[config.mk]
export PLATFORM = sky130hd
export DESIGN_NAME = rom_cache_flush_control
export DESIGN_NICKNAME = d
export VERILOG_FILES = /design/src/logic/rom_cache_pkg.sv /design/src/logic/rom_cache_tags.sv /design/src/logic/rom_cache_flush_control.sv
export SDC_FILE = /design/constraint.sdc
export NUM_CORES = 1
export LEC_CHECK = 0
export BUFFER_PORTS_ARGS = -buffer_cell sky130_fd_sc_hd__buf_2
export CAP_MARGIN = 20
export CORE_ASPECT_RATIO = 0.9
export CORE_MARGIN = 2
export CORE_UTILIZATION = 25
export CTS_CLUSTER_DIAMETER = 150
export CTS_CLUSTER_SIZE = 28
export DETAILED_ROUTE_END_ITERATION = 6
export GPL_TIMING_DRIVEN = 0
export PLACE_DENSITY = 0.36
export SETUP_SLACK_MARGIN = 0.5
export SLEW_MARGIN = 30
export SYNTH_ARGS = -nofsm -noshare
export SYNTH_HDL_FRONTEND = slang
export SYNTH_SLANG_ARGS = --single-unit
[constraint.sdc]
create_clock -name ref_clk_in -period 9.2 [get_ports ref_clk_in]
set_input_delay 1.38 -clock ref_clk_in [delete_from_list [all_inputs] [get_ports ref_clk_in]]
set_output_delay 1.38 -clock ref_clk_in [all_outputs]
set_load 0.05 [all_outputs]
[src/logic/rom_cache_pkg.sv]
package rom_cache_pkg;
    // Register port geometry
    localparam int REG_ADDR_W = 4;
    localparam int DATA_W = 32;
    localparam logic [REG_ADDR_W-1:0] CTRL_OFFSET = 4'h0;
    localparam logic [REG_ADDR_W-1:0] STATUS_OFFSET = 4'h4;
    // Control word layout
    localparam int FLUSH_BIT = 3;
    localparam int FIXED_ONE_BIT = 0;
    localparam logic [DATA_W-1:0] CTRL_RESET = 32'h00000001;
    localparam logic [DATA_W-1:0] CTRL_RSVD_ZERO_MASK = 32'hFFFFFFF6;
    localparam logic [1:0] WORD_ALIGN = 2'h0;
    // Status word layout
    localparam int STAT_BADWR_BIT = 8;
    localparam int FLUSH_CNT_W = 8;
    localparam logic [FLUSH_CNT_W-1:0] FLUSH_CNT_ONE = 8'h01;

    // Registered lookup answer of the tag store
    typedef struct packed {
        logic hit;
        logic miss;
    } fetch_rsp_s;
endpackage : rom_cache_pkg

[src/logic/rom_cache_tags.sv]
`timescale 1ns/100ps
`default_nettype none
module rom_cache_tags
    import rom_cache_pkg::*;
#(
    parameter int INDEX_W = 4,
    parameter int TAG_W = 12
) (
    input wire logic ref_clk_in,
    input wire logic sys_rst_in,
    input wire logic flush_in,
    input wire logic fetch_req_in,
    input wire logic [INDEX_W+TAG_W-1:0] fetch_addr_in,
    output fetch_rsp_s rsp_out
);
    localparam int LINES = 1 << INDEX_W;

    logic [LINES-1:0] line_valid;
    logic [LINES-1:0] next_line_valid;
    logic [TAG_W-1:0] line_tag [LINES];
    fetch_rsp_s next_rsp;
    logic [INDEX_W-1:0] index;
    logic [TAG_W-1:0] tag;
    logic lookup_hit;

    assign index = fetch_addr_in[INDEX_W-1:0];
    assign tag = fetch_addr_in[INDEX_W+TAG_W-1:INDEX_W];
    // A flush in the lookup cycle already forces a miss
    assign lookup_hit = line_valid[index] && (line_tag[index] == tag) && !flush_in;

    // Lookup answer
    always_comb begin
        next_rsp.hit = fetch_req_in && lookup_hit;
        next_rsp.miss = fetch_req_in && !lookup_hit;
    end

    // Per-line valid bits: flush clears all, a miss refills its line
    genvar gi;
    generate
        for (gi = 0; gi < LINES; gi++) begin : g_line
            always_comb begin
                next_line_valid[gi] = line_valid[gi];
                if (flush_in) begin
                    next_line_valid[gi] = 1'b0;
                end else if (next_rsp.miss && index == INDEX_W'(gi)) begin
                    next_line_valid[gi] = 1'b1;
                end
            end
            always_ff @(posedge ref_clk_in) begin
                if (!flush_in && next_rsp.miss && index == INDEX_W'(gi)) begin
                    line_tag[gi] <= tag;
                end
            end
        end
    endgenerate

    // State registers
    always_ff @(posedge ref_clk_in or posedge sys_rst_in) begin
        if (sys_rst_in) begin
            line_valid <= '0;
            rsp_out <= '0;
        end else begin
            line_valid <= next_line_valid;
            rsp_out <= next_rsp;
        end
    end
endmodule : rom_cache_tags
`default_nettype wire

[src/logic/rom_cache_flush_control.sv]
`timescale 1ns/100ps
`default_nettype none
// Contract
// - Control word is only accessed as whole aligned 32-bit words.
// - Writing one to bit 3 invalidates every cache entry; the code ignores such a write while standby_in is high.
// - Flush bit always reads back as zero.
// - Writing zero to the flush bit leaves cache contents alone.
// - Power-on reset or standby clears the flush bit state.
// - Bits 31 to 4 are read-only and read as zero.
// - Bit 0 is read-only, reads one; software always writes one there.
module rom_cache_flush_control
    import rom_cache_pkg::*;
#(
    parameter int INDEX_W = 4,
    parameter int TAG_W = 12
) (
    input wire logic ref_clk_in,
    input wire logic sys_rst_in,
    input wire logic standby_in,
    input wire logic [REG_ADDR_W-1:0] reg_addr_in,
    input wire logic [DATA_W-1:0] reg_wdata_in,
    input wire logic reg_wr_in,
    input wire logic reg_rd_in,
    output logic [DATA_W-1:0] reg_rdata_out,
    input wire logic fetch_req_in,
    input wire logic [INDEX_W+TAG_W-1:0] fetch_addr_in,
    output logic fetch_hit_out,
    output logic fetch_miss_out,
    output logic flush_out
);
    logic ctrl_wr;
    logic stat_wr;
    logic next_flush;
    logic bad_wr;
    logic next_bad_wr;
    logic [FLUSH_CNT_W-1:0] flush_cnt;
    logic [FLUSH_CNT_W-1:0] next_flush_cnt;
    logic [DATA_W-1:0] next_rdata;
    fetch_rsp_s rsp;

    // Decode: only aligned full-word offsets are mapped
    assign ctrl_wr = reg_wr_in && reg_addr_in == CTRL_OFFSET;
    assign stat_wr = reg_wr_in && reg_addr_in == STATUS_OFFSET;

    // Flush trigger, error flag and flush counter
    always_comb begin
        next_flush = ctrl_wr && reg_wdata_in[FLUSH_BIT] && !standby_in;
        next_bad_wr = bad_wr;
        next_flush_cnt = flush_cnt;
        if (stat_wr) begin
            next_bad_wr = 1'b0;
        end
        // Misuse of fixed bits is recorded; set wins over a status write clear, standby clear wins over set
        if (ctrl_wr && ((reg_wdata_in & CTRL_RSVD_ZERO_MASK) != '0 ||
                        !reg_wdata_in[FIXED_ONE_BIT])) begin
            next_bad_wr = 1'b1;
        end
        if (standby_in) begin
            next_bad_wr = 1'b0;
        end
        if (next_flush) begin
            next_flush_cnt = flush_cnt + FLUSH_CNT_ONE;
        end
    end

    // Read mux, answer in the cycle after the strobe
    always_comb begin
        next_rdata = '0;
        if (reg_rd_in && reg_addr_in == CTRL_OFFSET) begin
            next_rdata = CTRL_RESET;
        end else if (reg_rd_in && reg_addr_in == STATUS_OFFSET) begin
            next_rdata[FLUSH_CNT_W-1:0] = flush_cnt;
            next_rdata[STAT_BADWR_BIT] = bad_wr;
        end
    end

    // Registers
    always_ff @(posedge ref_clk_in or posedge sys_rst_in) begin
        if (sys_rst_in) begin
            flush_out <= 1'b0;
            bad_wr <= 1'b0;
            flush_cnt <= '0;
            reg_rdata_out <= '0;
            fetch_hit_out <= 1'b0;
            fetch_miss_out <= 1'b0;
        end else begin
            flush_out <= next_flush;
            bad_wr <= next_bad_wr;
            flush_cnt <= next_flush_cnt;
            reg_rdata_out <= next_rdata;
            fetch_hit_out <= rsp.hit;
            fetch_miss_out <= rsp.miss;
        end
    end

    // Tag store; flush pulse invalidates all lines
    rom_cache_tags #(
        .INDEX_W(INDEX_W),
        .TAG_W(TAG_W)
    ) u_tags (
        .ref_clk_in(ref_clk_in),
        .sys_rst_in(sys_rst_in),
        .flush_in(flush_out),
        .fetch_req_in(fetch_req_in),
        .fetch_addr_in(fetch_addr_in),
        .rsp_out(rsp)
    );

    // Checks
    flush_on_write_a: assert property (@(posedge ref_clk_in) disable iff (sys_rst_in)
        ctrl_wr && reg_wdata_in[FLUSH_BIT] && !standby_in |=> flush_out)
        else $error("flush write did not pulse flush");
    zero_no_flush_a: assert property (@(posedge ref_clk_in) disable iff (sys_rst_in)
        !(ctrl_wr && reg_wdata_in[FLUSH_BIT]) |=> !flush_out)
        else $error("flush without a one written");
    flush_reads_zero_a: assert property (@(posedge ref_clk_in) disable iff (sys_rst_in)
        reg_rd_in && reg_addr_in == CTRL_OFFSET |=> !reg_rdata_out[FLUSH_BIT])
        else $error("flush bit read back nonzero");
    upper_zero_a: assert property (@(posedge ref_clk_in) disable iff (sys_rst_in)
        reg_rd_in && reg_addr_in == CTRL_OFFSET |=> reg_rdata_out[DATA_W-1:FLUSH_BIT+1] == '0)
        else $error("upper control bits not zero");
    fixed_one_a: assert property (@(posedge ref_clk_in) disable iff (sys_rst_in)
        reg_rd_in && reg_addr_in == CTRL_OFFSET |=> reg_rdata_out[FIXED_ONE_BIT])
        else $error("bit 0 did not read as one");
    standby_clear_a: assert property (@(posedge ref_clk_in) disable iff (sys_rst_in)
        standby_in |=> !flush_out)
        else $error("flush active after standby");
    unaligned_ignored_a: assert property (@(posedge ref_clk_in) disable iff (sys_rst_in)
        reg_wr_in && reg_addr_in[1:0] != WORD_ALIGN ##1 !$past(ctrl_wr) |-> !flush_out)
        else $error("unaligned write caused flush");
    miss_after_flush_a: assert property (@(posedge ref_clk_in) disable iff (sys_rst_in)
        flush_out && fetch_req_in |-> ##2 fetch_miss_out && !fetch_hit_out)
        else $error("hit despite flush");
    refill_then_hit_a: assert property (@(posedge ref_clk_in) disable iff (sys_rst_in)
        flush_out ##1 fetch_req_in && !flush_out ##1 fetch_req_in && !flush_out
        && $stable(fetch_addr_in) |-> ##2 fetch_hit_out)
        else $error("refilled line did not hit");

    // Register port checks
    idle_rdata_zero_a: assert property (@(posedge ref_clk_in) disable iff (sys_rst_in)
        !reg_rd_in |=> reg_rdata_out == '0)
        else $error("read data present without a read");
    unmapped_read_a: assert property (@(posedge ref_clk_in) disable iff (sys_rst_in)
        reg_rd_in && reg_addr_in != CTRL_OFFSET && reg_addr_in != STATUS_OFFSET
        |=> reg_rdata_out == '0)
        else $error("unmapped read returned data");
    status_upper_a: assert property (@(posedge ref_clk_in) disable iff (sys_rst_in)
        reg_rd_in && reg_addr_in == STATUS_OFFSET
        |=> reg_rdata_out[DATA_W-1:STAT_BADWR_BIT+1] == '0)
        else $error("unused status bits not zero");

    // Flush counter and misuse flag checks
    count_step_a: assert property (@(posedge ref_clk_in) disable iff (sys_rst_in)
        flush_out |-> flush_cnt == $past(flush_cnt) + FLUSH_CNT_ONE)
        else $error("flush count did not step");
    count_hold_a: assert property (@(posedge ref_clk_in) disable iff (sys_rst_in)
        !flush_out |-> $stable(flush_cnt))
        else $error("flush count moved without a flush");
    bad_reserved_a: assert property (@(posedge ref_clk_in) disable iff (sys_rst_in)
        ctrl_wr && (reg_wdata_in & CTRL_RSVD_ZERO_MASK) != '0 && !standby_in |=> bad_wr)
        else $error("reserved bits written without flag");
    bad_fixed_a: assert property (@(posedge ref_clk_in) disable iff (sys_rst_in)
        ctrl_wr && !reg_wdata_in[FIXED_ONE_BIT] && !standby_in |=> bad_wr)
        else $error("bit 0 written as zero without flag");
    bad_clear_a: assert property (@(posedge ref_clk_in) disable iff (sys_rst_in)
        stat_wr |=> !bad_wr)
        else $error("misuse flag not cleared by write");
    bad_standby_a: assert property (@(posedge ref_clk_in) disable iff (sys_rst_in)
        standby_in |=> !bad_wr)
        else $error("misuse flag kept in standby");

    // Lookup checks
    one_answer_a: assert property (@(posedge ref_clk_in) disable iff (sys_rst_in)
        fetch_req_in |-> ##2 fetch_hit_out != fetch_miss_out)
        else $error("lookup without exactly one answer");
    no_answer_idle_a: assert property (@(posedge ref_clk_in) disable iff (sys_rst_in)
        !fetch_req_in |-> ##2 !fetch_hit_out && !fetch_miss_out)
        else $error("answer without a lookup");

    // Shadow of lines looked up since the last flush; a first lookup must miss
    localparam int CHK_LINES = 1 << INDEX_W;
    logic [CHK_LINES-1:0] chk_filled;
    logic [CHK_LINES-1:0] next_chk_filled;
    logic [INDEX_W-1:0] chk_index;
    logic chk_first_fetch;

    assign chk_index = fetch_addr_in[INDEX_W-1:0];
    assign chk_first_fetch = fetch_req_in && !chk_filled[chk_index];

    // A flush empties the shadow, a lookup outside a flush cycle fills its line
    always_comb begin
        next_chk_filled = chk_filled;
        if (flush_out) begin
            next_chk_filled = '0;
        end else if (fetch_req_in) begin
            next_chk_filled[chk_index] = 1'b1;
        end
    end

    // Shadow register
    always_ff @(posedge ref_clk_in or posedge sys_rst_in) begin
        if (sys_rst_in) begin
            chk_filled <= '0;
        end else begin
            chk_filled <= next_chk_filled;
        end
    end

    first_fetch_miss_a: assert property (@(posedge ref_clk_in) disable iff (sys_rst_in)
        chk_first_fetch |-> ##2 fetch_miss_out && !fetch_hit_out)
        else $error("first lookup after a flush hit");

    flush_seen_c: cover property (@(posedge ref_clk_in) disable iff (sys_rst_in) flush_out);
    hit_seen_c: cover property (@(posedge ref_clk_in) disable iff (sys_rst_in)
        fetch_hit_out ##1 flush_out ##2 fetch_miss_out);
    bad_write_c: cover property (@(posedge ref_clk_in) disable iff (sys_rst_in)
        $rose(bad_wr));
    flush_fetch_c: cover property (@(posedge ref_clk_in) disable iff (sys_rst_in)
        flush_out && fetch_req_in);
    standby_write_c: cover property (@(posedge ref_clk_in) disable iff (sys_rst_in)
        standby_in && ctrl_wr);
endmodule : rom_cache_flush_control
`default_nettype wire

; ---- Word-level counts from Yosys, hierarchy flattened
; Memories as Yosys holds them, arrays and structs flattened.
; Cells that the tools add are included.
[word_totals]
reg_bits = 39
mem_count = 1
input_bits = 58
mem_bits_rw = 192
elab_cells = 244
[mem_list]
columns = memory, words, width, read_ports, rd_clocked_by_memory_dff, wr, line_no
row1 = u_tags.line_tag, 16, 12, 1, 0, 1, rom_cache_tags.sv:20  ; logic [TAG_W-1:0] line_tag [LINES];
[op_classes]
add_sub_neg = 1
reduce_logical = 84
magnitude_cmp = 1
muxes = 116
eq_ne = 17
[op_table]
columns = cell, n
row1 = 2-to-1 mux 12 bit, 15
row2 = OR reduction 12 bit, 15
row3 = 2-to-1 mux 1 bit, 83
row4 = 2-to-1 mux 4 bit, 15
row5 = logical AND 1 bit, 44
row6 = "equality test 4 bit, second input constant", 8
row7 = nonzero test 2 bit, 16
row8 = nonzero test 32 bit, 1
row9 = "equality test 4 x 3 -> 1 bit, second input constant", 5
row10 = 2-to-1 mux 9 bit, 2
row11 = equality test 12 bit, 1
row12 = "adder 8 x 1 -> 8 bit, second input constant", 1
row13 = "equality test 4 x 2 -> 1 bit, second input constant", 2
row14 = zero test 4 bit, 2
row15 = "less-than comparator 4 x 5 -> 1 bit, second input constant", 1
row16 = binary-select mux 1 bit (select 4 bit), 1
row17 = "equality test 4 x 1 -> 1 bit, second input constant", 1
row18 = zero test 1 bit, 4
row19 = nonzero test 3 bit, 1
row20 = logical OR 1 bit, 1

; ---- Logic depth before layout (Yosys ltp)
; Gate-level depths: netlist (run 1).
[logic_depth]
depth_word = 26
ltp_mapped = 11

; ---- Modules after synthesis
; A second synthesis (run 1) with hierarchy kept.
[hier_totals]
cells_unflattened = 605
area_unflattened_um2 = 10114.7
[by_module_without_submodules]
columns = mod, cells_per_inst, seq_area_each_um2, instances, area_per_inst_um2
row1 = rom_cache_tags, 507, 6216.0, 1, 9014.9
row2 = rom_cache_flush_control, 98, 525.5, 1, 1099.8

; ---- Worst setup path after synthesis (run 1)
; OpenSTA, ideal clock, no wires.
[synth_path]
path_type = input to register
start = in fetch_addr_in[0]
end = mem u_tags.line_tag[10][0] (enable)
t_arrival_ns = 4.118
path_slack_ns = 4.686
setup_time_ns = 0.396
path_stages = 10
required_ns = 8.804
n_path_buf = 4
path_cell_list = buf_2 buf_2 buf_2 mux4_2 mux2_2 a222oi_1 nand4b_1 nor4_4 buf_6 nor3_1
[synth_via]
elab_chain_len = 26
[synth_rtl]
columns = item, line_no
row1 = "start, declared", rom_cache_flush_control.sv:26  ; input wire logic [INDEX_W+TAG_W-1:0] fetch_addr_in,
row2 = memory (16 x 12 bit) or binary-select mux 1 bit (select 4 bit) (tied branches), n/a
row3 = equality test 12 bit or 2-to-1 mux 1 bit (tied branches), rom_cache_tags.sv:29  ; assign lookup_hit = line_valid[index] && (line_tag[index] == tag) && !flush_in;
row4 = logical AND 1 bit (2 in series), rom_cache_tags.sv:29
row5 = zero test 1 bit, rom_cache_tags.sv:34  ; next_rsp.miss = fetch_req_in && !lookup_hit;
row6 = logical AND 1 bit, rom_cache_tags.sv:34
row7 = logical AND 1 bit (2 in series), rom_cache_tags.sv:50  ; if (!flush_in && next_rsp.miss && index == INDEX_W'(gi)) begin
row8 = 2-to-1 mux 1 bit, rom_cache_tags.sv:50
row9 = 2-to-1 mux 1 bit (not written as such), rom_cache_tags.sv:51  ; line_tag[gi] <= tag;
row10 = OR reduction 12 bit (no line), n/a
row11 = 2-to-1 mux 4 bit (no line) or 2-to-1 mux 1 bit (tied branches) (15 in series), n/a
row12 = "end, declared", rom_cache_tags.sv:20
; Parallel ways exist; a longest one is shown, timed or not. The select of a mux whose other input is x is not followed.

; ---- Worst setup path after layout (run 1)
[layout_path]
start = in fetch_addr_in[0]
end = mem u_tags.line_tag[11][0] (enable)
; The elaborated chain is that of the path after synthesis.

==> impl_metrics.json, run 1 <==
{
  "cp.buffers_inverters": 7,
  "clock_insertion_delay_worst_skew_ns": 0.50,
  "synthDistinctLibCells": 56,
  "cts_hold_buf": 0,
  "end_kind": "register",
  "drive_gt1_frac": 0.3060,
  "worstSetupPathType": "input port to register",
  "fp.dieH_um": 191.3,
  "grt-ovfl-total": 0,
  "fin_crit_ns": 5.087,
  "async_flop_share": 0.1688,
  "nNetsFinal": 776,
  "initial_core_util": 0.2540,
  "worst_pin_slew_ns": 1.012,
  "root_buffer": "clkbuf_16",
  "synthCells": 581,
  "start_kind": "input port",
  "p_int_mw": 1.510,
  "drt_first_iter_violations": 447,
  "n_antenna_cell": 0,
  "cts_tree": "built",
  "firstDrtPassIters": 5,
  "cp_max_fo": 10,
  "cp.required_ns": 9.41,
  "synthFlopType": "edfxtp_1",
  "critPathMaxStageDelay_ns": 0.64,
  "die-area_um2": 40580,
  "switching_power_mw": 0.4807,
  "worst_slack_ns": 4.113,
  "die_w_um": 212.1,
  "tns_ns": 0,
  "cts_sinks": 231,
  "min-delay-path-class": "register to register",
  "sw_frac_of_total": 0.2415,
  "place_ws_ns": 3.498,
  "crit_path_cell_trace": "buf_2 > buf_2 > buf_2 > buf_2 > nand2b_1 > nand3b_1 > a222oi_1 > nand4b_1 > nor4_4 > buf_6 > nor3_2 > buf_6 > buf_6",
  "instances_no_fill": 1244,
  "io_pins": 93,
  "rsz0062_at_grt": "no",
  "num_vias": 5581,
  "synth_top_cell_by_area": "edfxtp_1",
  "grt_pass1_vias": 5709,
  "slew_violations": 0,
  "wl_per_cell_um": 21.48,
  "numCtsBuffers": 12,
  "track_usage": 0.1336,
  "clk_pin_slew_ns": 0.10,
  "fillers": 3813,
  "period_share": 0.5529,
  "cpMostUsedCell": "buf_2",
  "whs_ns": 0.3726,
  "placed_cells": 1228,
  "setup_viol": 0,
  "pwr-share-comb": 0.106,
  "avgSynthCellArea_um2": 16.78,
  "grt_pass1_wl_um": 39660,
  "p_per_area_nw_per_um2": 172.2,
  "max_freq_ghz": 0.1966,
  "syn-cell-area_um2": 9747,
  "netlist.area_leader.share": 0.5915,
  "yosys_register_bits": 231,
  "drtAntennaViolNets": 0,
  "viasPerCell": 4.486,
  "fp-row-count": 68,
  "synth_most_common_cell": "edfxtp_1",
  "core-area_um2": 38370,
  "p_seq_frac": 0.591,
  "p_leak_nw": 4.248,
  "fin_skew_ns": 0.03496,
  "postRouteWirelength_um": 26720,
  "netlist_top_cells_count": "edfxtp_1 (192), mux2i_1 (48), dfrtp_1 (39)",
  "postLayoutCoreUtil": 0.3013,
  "slew_headroom": 0.3227,
  "peakVddDrop_v": 0.00008645,
  "cts_resized": 0,
  "post-cts-setup-buffer-count": 0,
  "grt_max_degree": 30,
  "yosysWarnings": 0,
  "hold_viol_final": 0,
  "arrival_ns": 5.29,
  "h-tree-depth": 1,
  "critical_path.slowest_cell": "a222oi_1",
  "hpwlAfterDp_um": 19580,
  "io_buffers": 66,
  "synth_edf_count": 192,
  "maxCapViolCount": 0,
  "path_delay_family": "buffers and inverters",
  "drc": 0,
  "synth-seq-area-share": 0.6917,
  "clockBufferDepth": 3,
  "antenna_found_initial": 0,
  "synth_area_leaders": "edfxtp_1 (59%), dfrtp_1 (10%), mux4_2 (6.7%)",
  "p_clk_frac": 0.303,
  "outcome": "finished clean",
  "gp_congestion": 0.7455,
  "syn_to_final_growth_pct": 18.61
}
## layout by cell type, fill, tap and decap left out, types with 10 or more instances in the layout
master	Yosys	routed
and2_1	10	10
mux2i_1	48	48
buf_2	8	74
xnor2_1	12	12
o32ai_1	16	16
buf_4	32	58
conb_1	1	23
mux4_2	29	29
edfxtp_1	192	192
nor3_2	0	16
a22oi_1	15	15
dfrtp_1	39	39
clkbuf_16	0	13
nand2_1	17	17
inv_1	22	21
buf_6	6	13
## power by group through the flow
stage          combinational, mW  sequential (mW)  clock, mW
2_1_floorplan              0.134             1.20          0
3_3_place_gp               0.203             1.20          0
3_5_place_dp               0.212             1.20          0
4_1_cts                    0.213             1.18      0.629
5_1_grt                    0.228             1.18      0.661
6_report                   0.210             1.18      0.604
## per-stage QoR
stage | power, mW | instance area (µm²)
finish | 1.991 | 11560
global route | 2.069 | 11560
detailed placement | 1.413 | 11200
global placement | 1.402 | 10820
floorplan | 1.332 | 9829
CTS | 2.019 | 11560
## layout make-up
class                           instances  area, µm²  area share
Sequential cell                       231       6741      0.5831
Multi-Input combinational cell        298       2715      0.2348
Tap cell                              525      656.9     0.05682
Timing Repair Buffer                  100      631.9     0.05465
Buffer                                 52      370.4     0.03203
Clock buffer                           15      332.8     0.02879
Inverter                               22      82.58    0.007143
Clock inverter                          1      30.03    0.002597
## flip-flops by register name, summed over array words and instances, names as in the netlist
register           flops
u_tags.line_tag      192
u_tags.line_valid     16
reg_rdata_out          9
flush_cnt              8
u_tags.rsp_out         2
bad_wr                 1
fetch_hit_out          1
fetch_miss_out         1
flush_out              1
## worst reg2reg max path, delay by kind of cell (launching register included)
family	cells	cell delay (ns)
compound gates	1	0.56
buf+inv	3	0.57
flops	1	0.41
mux	2	0.78
simple gates	3	0.94
## layer usage
metal	vias up	share of wire	GRT usage
met4	0	0.013	0.02140
met5	-	0	0
met3	26	0.039	0.01396
li1	2499	-	-
met1	2926	0.46	0.1881
met2	130	0.48	0.2264
## worst paths after layout
path	from	endpoint	slack [ns]	depth (start not counted)
setup / recovery	fetch_addr_in[0]	u_tags.line_tag[11][0]$_DFFE_PP_	4.11	13
hold / removal	u_tags.rsp_out[1]$_DFF_PP0_	fetch_hit_out$_DFF_PP0_	0.37	0
setup reg to reg	u_tags.line_valid[3]$_DFFE_PP0P_	u_tags.line_tag[11][0]$_DFFE_PP_	5.65	9
hold reg to reg	u_tags.rsp_out[1]$_DFF_PP0_	fetch_hit_out$_DFF_PP0_	0.37	0
max in group asynchronous	sys_rst_in	u_tags.line_valid[4]$_DFFE_PP0P_	7.84	3
min in group asynchronous	sys_rst_in	reg_rdata_out[6]$_DFF_PP0_	0.88	2
## logic make-up (layout without fill, tap and decap cells)
logic type | after synthesis | count (layout) | share of synthesized area
DFF | 231 | 231 | 0.6917
muxes | 86 | 86 | 0.1282
AOI/OAI and AO/OA | 60 | 60 | 0.04840
and+or+nand+nor | 110 | 110 | 0.06662
other | 1 | 23 | 0.0003847
adders and majority gates | 1 | 1 | 0.001283
buffers and inverters | 74 | 190 | 0.04647
xor gates and xnor gates | 18 | 18 | 0.01694
Power figures use the tool's default switching activity.
==> inputs of run 2 (changes only) <==
- ABC_AREA: default -> 1
- clock period: 9.2 -> 4.8 ns (I/O delays scaled with it)
==> impl_metrics.json, run 2 <==
{
  "outcome": "finished clean",
  "yosysWarnings": 0,
  "worst_slack_ns": 0.9296,
  "avgSynthCellArea_um2": 9.781,
  "drive_gt1_frac": 0.1195,
  "fp.dieH_um": 194.5,
  "drtAntennaViolNets": 0,
  "pwr-share-comb": 0.105,
  "n_antenna_cell": 0,
  "synth-seq-area-share": 0.6685,
  "synthSimpleGateAreaFrac": 0.2514,
  "arrival_ns": 3.99,
  "period_share": 0.8063,
  "cpMostUsedCell": "nand2_1",
  "synth_top_cell_by_area": "edfxtp_1",
  "largest_reg_flops": 192,
  "synth_edf_count": 192,
  "slew_headroom": 0.3776,
  "clockBufferDepth": 3,
  "drc": 0,
  "min-delay-path-class": "input port to async pin",
  "synth-adder-area-share": 0.001241,
  "reg_top3": "u_tags.line_tag: 192 flops, u_tags.line_valid: 16 flops, reg_rdata_out: 9 flops",
  "async_flop_share": 0.1688,
  "place_ws_ns": 0.3909,
  "setup_viol": 0,
  "grt-ovfl-total": 0,
  "firstDrtPassIters": 5,
  "nNetsFinal": 1194,
  "critPathMaxStageDelay_ns": 0.73,
  "syn-cell-area_um2": 10080,
  "cts_sinks": 231,
  "core-area_um2": 39630,
  "synth_top_family_by_area": "simple AND/OR/NAND/NOR gates",
  "sw_frac_of_total": 0.2586,
  "io_buffers": 67,
  "synth-xor-area-share": 0.006079,
  "peakVddDrop_v": 0.0001829,
  "rsz0062_at_grt": "no",
  "tns_ns": 0,
  "final_common_cell": "nand2_1",
  "netlist_top_cells_count": "nand2_1 (537), edfxtp_1 (192), nor2_1 (56)",
  "cp_max_fo": 12,
  "place_area_um2": 11200,
  "p_clk_frac": 0.311,
  "wl_per_cell_um": 18.13,
  "post-cts-setup-buffer-count": 0,
  "critPathLaunch": "fetch_addr_in[2]",
  "start_kind": "input port",
  "fin_crit_ns": 3.870,
  "postLayoutCoreUtil": 0.2919,
  "track_usage": 0.1443,
  "grt_pass1_vias": 6740,
  "drt_first_iter_violations": 413,
  "synthFlopType": "edfxtp_1",
  "yosys_register_bits": 231,
  "max_freq_ghz": 0.2584,
  "p_seq_frac": 0.584,
  "hold_viol_final": 0,
  "synthDistinctLibCells": 25,
  "fin_skew_ns": 0.02537,
  "die_w_um": 215.7,
  "p_int_mw": 2.845,
  "top_register": "u_tags.line_tag",
  "maxCapViolCount": 0,
  "switching_power_mw": 0.9922,
  "clk_pin_slew_ns": 0.12,
  "instances_no_fill": 1670,
  "synthCells": 1031,
  "p_leak_nw": 5.161,
  "grt_max_degree": 30,
  "crit_path_cell_trace": "buf_2 > inv_1 > nand2_1 > inv_1 > clkbuf_1 > nand2_1 > nand3_1 > nor2_1 > nand2_1 > nor2_1 > nand2_1 > nor2_1 > nand2_2 > buf_2 > nand4_1 > inv_1",
  "initial_core_util": 0.2545,
  "synth_area_leaders": "edfxtp_1 (57%), nand2_1 (20%), dfrtp_1 (9.7%)",
  "io_pins": 93,
  "end_kind": "register",
  "worstSetupPathType": "input port to register",
  "fp-row-count": 69,
  "cts_tree": "built",
  "synth_compound_area_frac": 0.01514,
  "slew_violations": 0,
  "critical_path.slowest_cell": "inv_1",
  "gp_congestion": 0.7747,
  "grt_pass1_wl_um": 44680,
  "numCtsBuffers": 12,
  "die-area_um2": 41960,
  "layout_common_cells": "nand2_1 (537), edfxtp_1 (192), buf_2 (82), nor2_1 (56), inv_1 (52)",
  "hpwlAfterDp_um": 19350,
  "postRouteWirelength_um": 30270,
  "viasPerCell": 4.125,
  "syn_to_final_growth_pct": 14.69,
  "cp.required_ns": 4.92,
  "antenna_found_initial": 0,
  "final_area_um2": 11570,
  "root_buffer": "clkbuf_16",
  "placed_cells": 1653,
  "p_per_area_nw_per_um2": 331.7,
  "cts_hold_buf": 0,
  "worst_pin_slew_ns": 0.9326,
  "h-tree-depth": 1,
  "cts_resized": 0,
  "clock_insertion_delay_worst_skew_ns": 0.50,
  "num_vias": 6889,
  "netlist.area_leader.share": 0.5717,
  "r2r_start": "u_tags.line_valid[3]$_DFFE_PP0P_",
  "synth_most_common_cell": "nand2_1",
  "muxShareOfSynthArea": 0
}
## run 2: layer usage
layer	wire (µm)	share of wire	vias to the layer above	track usage
li1	-	-	3475	-
met1	15240	0.50	3293	0.2151
met2	13690	0.45	104	0.2300
met3	1011	0.033	17	0.01612
met4	331	0.011	0	0.02069
met5	0	0	-	0
## run 2: logic make-up (layout without fill, tap and decap cells)
kind of cell | count (synthesis) | in the layout
flops | 231 | 231
compound gates | 25 | 25
simple gates | 646 | 646
buf+inv | 120 | 205
xor+xnor | 7 | 7
fa+ha+maj | 1 | 1
other cells | 1 | 23
## run 2: final cells by class
class	count	area [µm²]
Multi-Input combinational cell	702	2848
Inverter	58	221.5
Timing Repair Buffer	68	362.8
Fill cell	4213	28060
Buffer	62	360.3
Clock inverter	1	30.03
Clock buffer	16	336.6
Sequential cell	231	6741
Tap cell	532	665.6
## run 2: power groups by stage
stage               Sequential [mW]  Combinational (mW)  Clock [mW]
floorplan                      2.28               0.249           0
global placement               2.28               0.407           0
detailed placement             2.28               0.411           0
CTS                            2.24               0.412        1.24
global route                   2.25               0.458        1.30
finish                         2.24               0.404        1.19
## run 2: worst max-delay path: cells and delay by family
kind | cells | cell delay, ns
buf+inv | 6 | 1.95
simple gates | 10 | 1.28
## run 2: through the flow
step                      hold WS, ns  power (mW)
final                          0.2265       3.837
after global routing           0.2513       4.001
after CTS                      0.2384       3.887
after detailed placement       0.3356       2.695
after global placement         0.3395       2.690
after floorplan                0.3312       2.534
## run 2: worst paths after layout
check                                                    to  slack (ns)  depth (start not counted)
setup / recovery            u_tags.line_tag[0][3]$_DFFE_PP_        0.93                         16
hold / removal                   reg_rdata_out[8]$_DFF_PP0_        0.23                          2
max in group asynchronous  u_tags.line_valid[0]$_DFFE_PP0P_        4.08                          3
setup reg to reg            u_tags.line_tag[0][3]$_DFFE_PP_        1.77                         14
min in group ref_clk_in            fetch_miss_out$_DFF_PP0_        0.36                          0
hold reg to reg                    fetch_miss_out$_DFF_PP0_        0.36                          0
==> inputs of run 3 (changes only) <==
- clock period: 4.8 -> 3.8 ns (I/O delays scaled with it)
==> impl_metrics.json, run 3 (same netlist as run 2, synthesis figures left out) <==
{
  "viasPerCell": 4.123,
  "layout_common_cells": "nand2_1 (536), edfxtp_1 (192), buf_2 (75), nor2_1 (54), inv_1 (40)",
  "root_buffer": "clkbuf_16",
  "drive_gt1_frac": 0.1508,
  "die-area_um2": 41960,
  "cts_sinks": 231,
  "grt_pass1_vias": 6797,
  "die_w_um": 215.7,
  "grt_max_degree": 30,
  "maxCapViolCount": 0,
  "grt_pass1_wl_um": 44860,
  "period_share": 0.8080,
  "hpwlAfterDp_um": 19350,
  "postRouteWirelength_um": 30370,
  "p_seq_frac": 0.582,
  "tns_ns": 0,
  "slew_violations": 0,
  "start_kind": "input port",
  "place_ws_ns": -0.4591,
  "p_int_mw": 3.605,
  "clockBufferDepth": 3,
  "slew_headroom": 0.5114,
  "hold_viol_final": 0,
  "switching_power_mw": 1.251,
  "outcome": "finished clean",
  "fin_crit_ns": 3.070,
  "io_buffers": 67,
  "fp.dieH_um": 194.5,
  "clock_insertion_delay_worst_skew_ns": 0.50,
  "p_leak_nw": 5.189,
  "antenna_found_initial": 0,
  "n_antenna_cell": 0,
  "firstDrtPassIters": 5,
  "fp-row-count": 69,
  "num_vias": 6951,
  "p_per_area_nw_per_um2": 407.8,
  "max_freq_ghz": 0.3257,
  "total_power_mw": 4.856,
  "postLayoutCoreUtil": 0.3005,
  "sw_frac_of_total": 0.2576,
  "clk_pin_slew_ns": 0.12,
  "grt-ovfl-total": 0,
  "h-tree-depth": 1,
  "rsz0062_at_grt": "yes",
  "io_pins": 93,
  "initial_core_util": 0.2545,
  "cts_tree": "built",
  "cp_max_fo": 10,
  "syn_to_final_growth_pct": 18.08,
  "numCtsBuffers": 12,
  "drc": 0,
  "core-area_um2": 39630,
  "worst_pin_slew_ns": 0.7321,
  "gp_congestion": 0.7747,
  "largest_reg_flops": 192,
  "drt_first_iter_violations": 412,
  "fin_skew_ns": 0.02778,
  "setup_viol": 0,
  "final_area_um2": 11910,
  "nNetsFinal": 1210,
  "pwr-share-comb": 0.109,
  "end_kind": "register",
  "wl_per_cell_um": 18.01,
  "top_register": "u_tags.line_tag",
  "min-delay-path-class": "input port to async pin",
  "reg_top3": "u_tags.line_tag: 192 flops, u_tags.line_valid: 16 flops, reg_rdata_out: 9 flops",
  "worst_slack_ns": 0.7297,
  "track_usage": 0.1447,
  "p_clk_frac": 0.309,
  "drtAntennaViolNets": 0,
  "cp.required_ns": 3.99,
  "place_area_um2": 11200,
  "peakVddDrop_v": 0.0002262,
  "arrival_ns": 3.26,
  "final_common_cell": "nand2_1",
  "worstSetupPathType": "input port to register"
}
==> run 3: cell types whose count changed in the layout (fill, tap and decap cells not counted), sizes merged <==
cell	before	now
clkbuf	27	32
buf	119	130
clkinvlp	1	13
inv	57	45
==> run 3: timing repair <==
item,4_1_cts,5_1_grt
gates resized for setup,14,29
pin swaps,0,0
hold buffers,0,0
cloned,0,0
endpoints found under the setup margin,156,188
setup buffers,15,1
==> run 3: through the flow <==
step,instances,hold WS (ns)
2_1_floorplan,1053,0.3312
3_3_place_gp,1652,0.3395
3_5_place_dp,1653,0.3356
4_1_cts,1685,0.08842
5_1_grt,1686,0.09996
6_report,1686,0.07544
==> run 3: final cells by class <==
class                      instances  area (µm²)
clock inverter                     1       30.03
timing repair buffer              84       608.1
sequential                       231        6741
tap                              532       665.6
fill                            4184       27720
inverter                          58       269.0
clock buffer                      16       336.6
buffer                            62       386.6
multi-input combinational        702        2870
==> run 3: path summary, 6_finish.rpt <==
kind | startpoint | endpoint | slack [ns] | cells past startpoint
max | fetch_addr_in[1] | u_tags.line_tag[0][8]$_DFFE_PP_ | 0.73 | 18
min | sys_rst_in | reg_rdata_out[8]$_DFF_PP0_ | 0.08 | 2
max reg2reg | u_tags.line_valid[10]$_DFFE_PP0P_ | u_tags.line_tag[0][8]$_DFFE_PP_ | 1.17 | 17
min reg2reg | u_tags.rsp_out[0]$_DFF_PP0_ | fetch_miss_out$_DFF_PP0_ | 0.36 | 0
max in group asynchronous | sys_rst_in | u_tags.line_valid[0]$_DFFE_PP0P_ | 3.23 | 3
min in group ref_clk_in | standby_in | bad_wr$_DFFE_PP0P_ | 0.25 | 2
==> run 3: layer usage <==
metal	vias up	global-route usage	wire length, µm
li1	3510	-	-
met1	3333	0.2146	15310
met2	91	0.2296	13760
met3	17	0.01894	975
met4	0	0.02069	331
met5	-	0	0
==> run 3: power groups by stage <==
stage	Clock (mW)	Combinational [mW]	Sequential, mW
after floorplan	0	0.315	2.89
after global placement	0	0.514	2.88
after detailed placement	0	0.519	2.89
after CTS	1.56	0.531	2.83
after global routing	1.64	0.596	2.84
final	1.50	0.527	2.83
==> run 3: worst max-delay path: stages <==
cell	delay, ns
buf_2	0.22
inv_2	0.19
nor2_4	0.27
buf_2	0.31
nand2_1	0.07
nand4_1	0.08
nand2_1	0.08
nand2_1	0.12
nor2_4	0.06
nand2_1	0.06
nor2_1	0.04
nand2_1	0.13
nor2_2	0.08
nand2_2	0.15
clkbuf_4	0.23
nand4_1	0.19
clkinvlp_4	0.14
buf_4	0.22
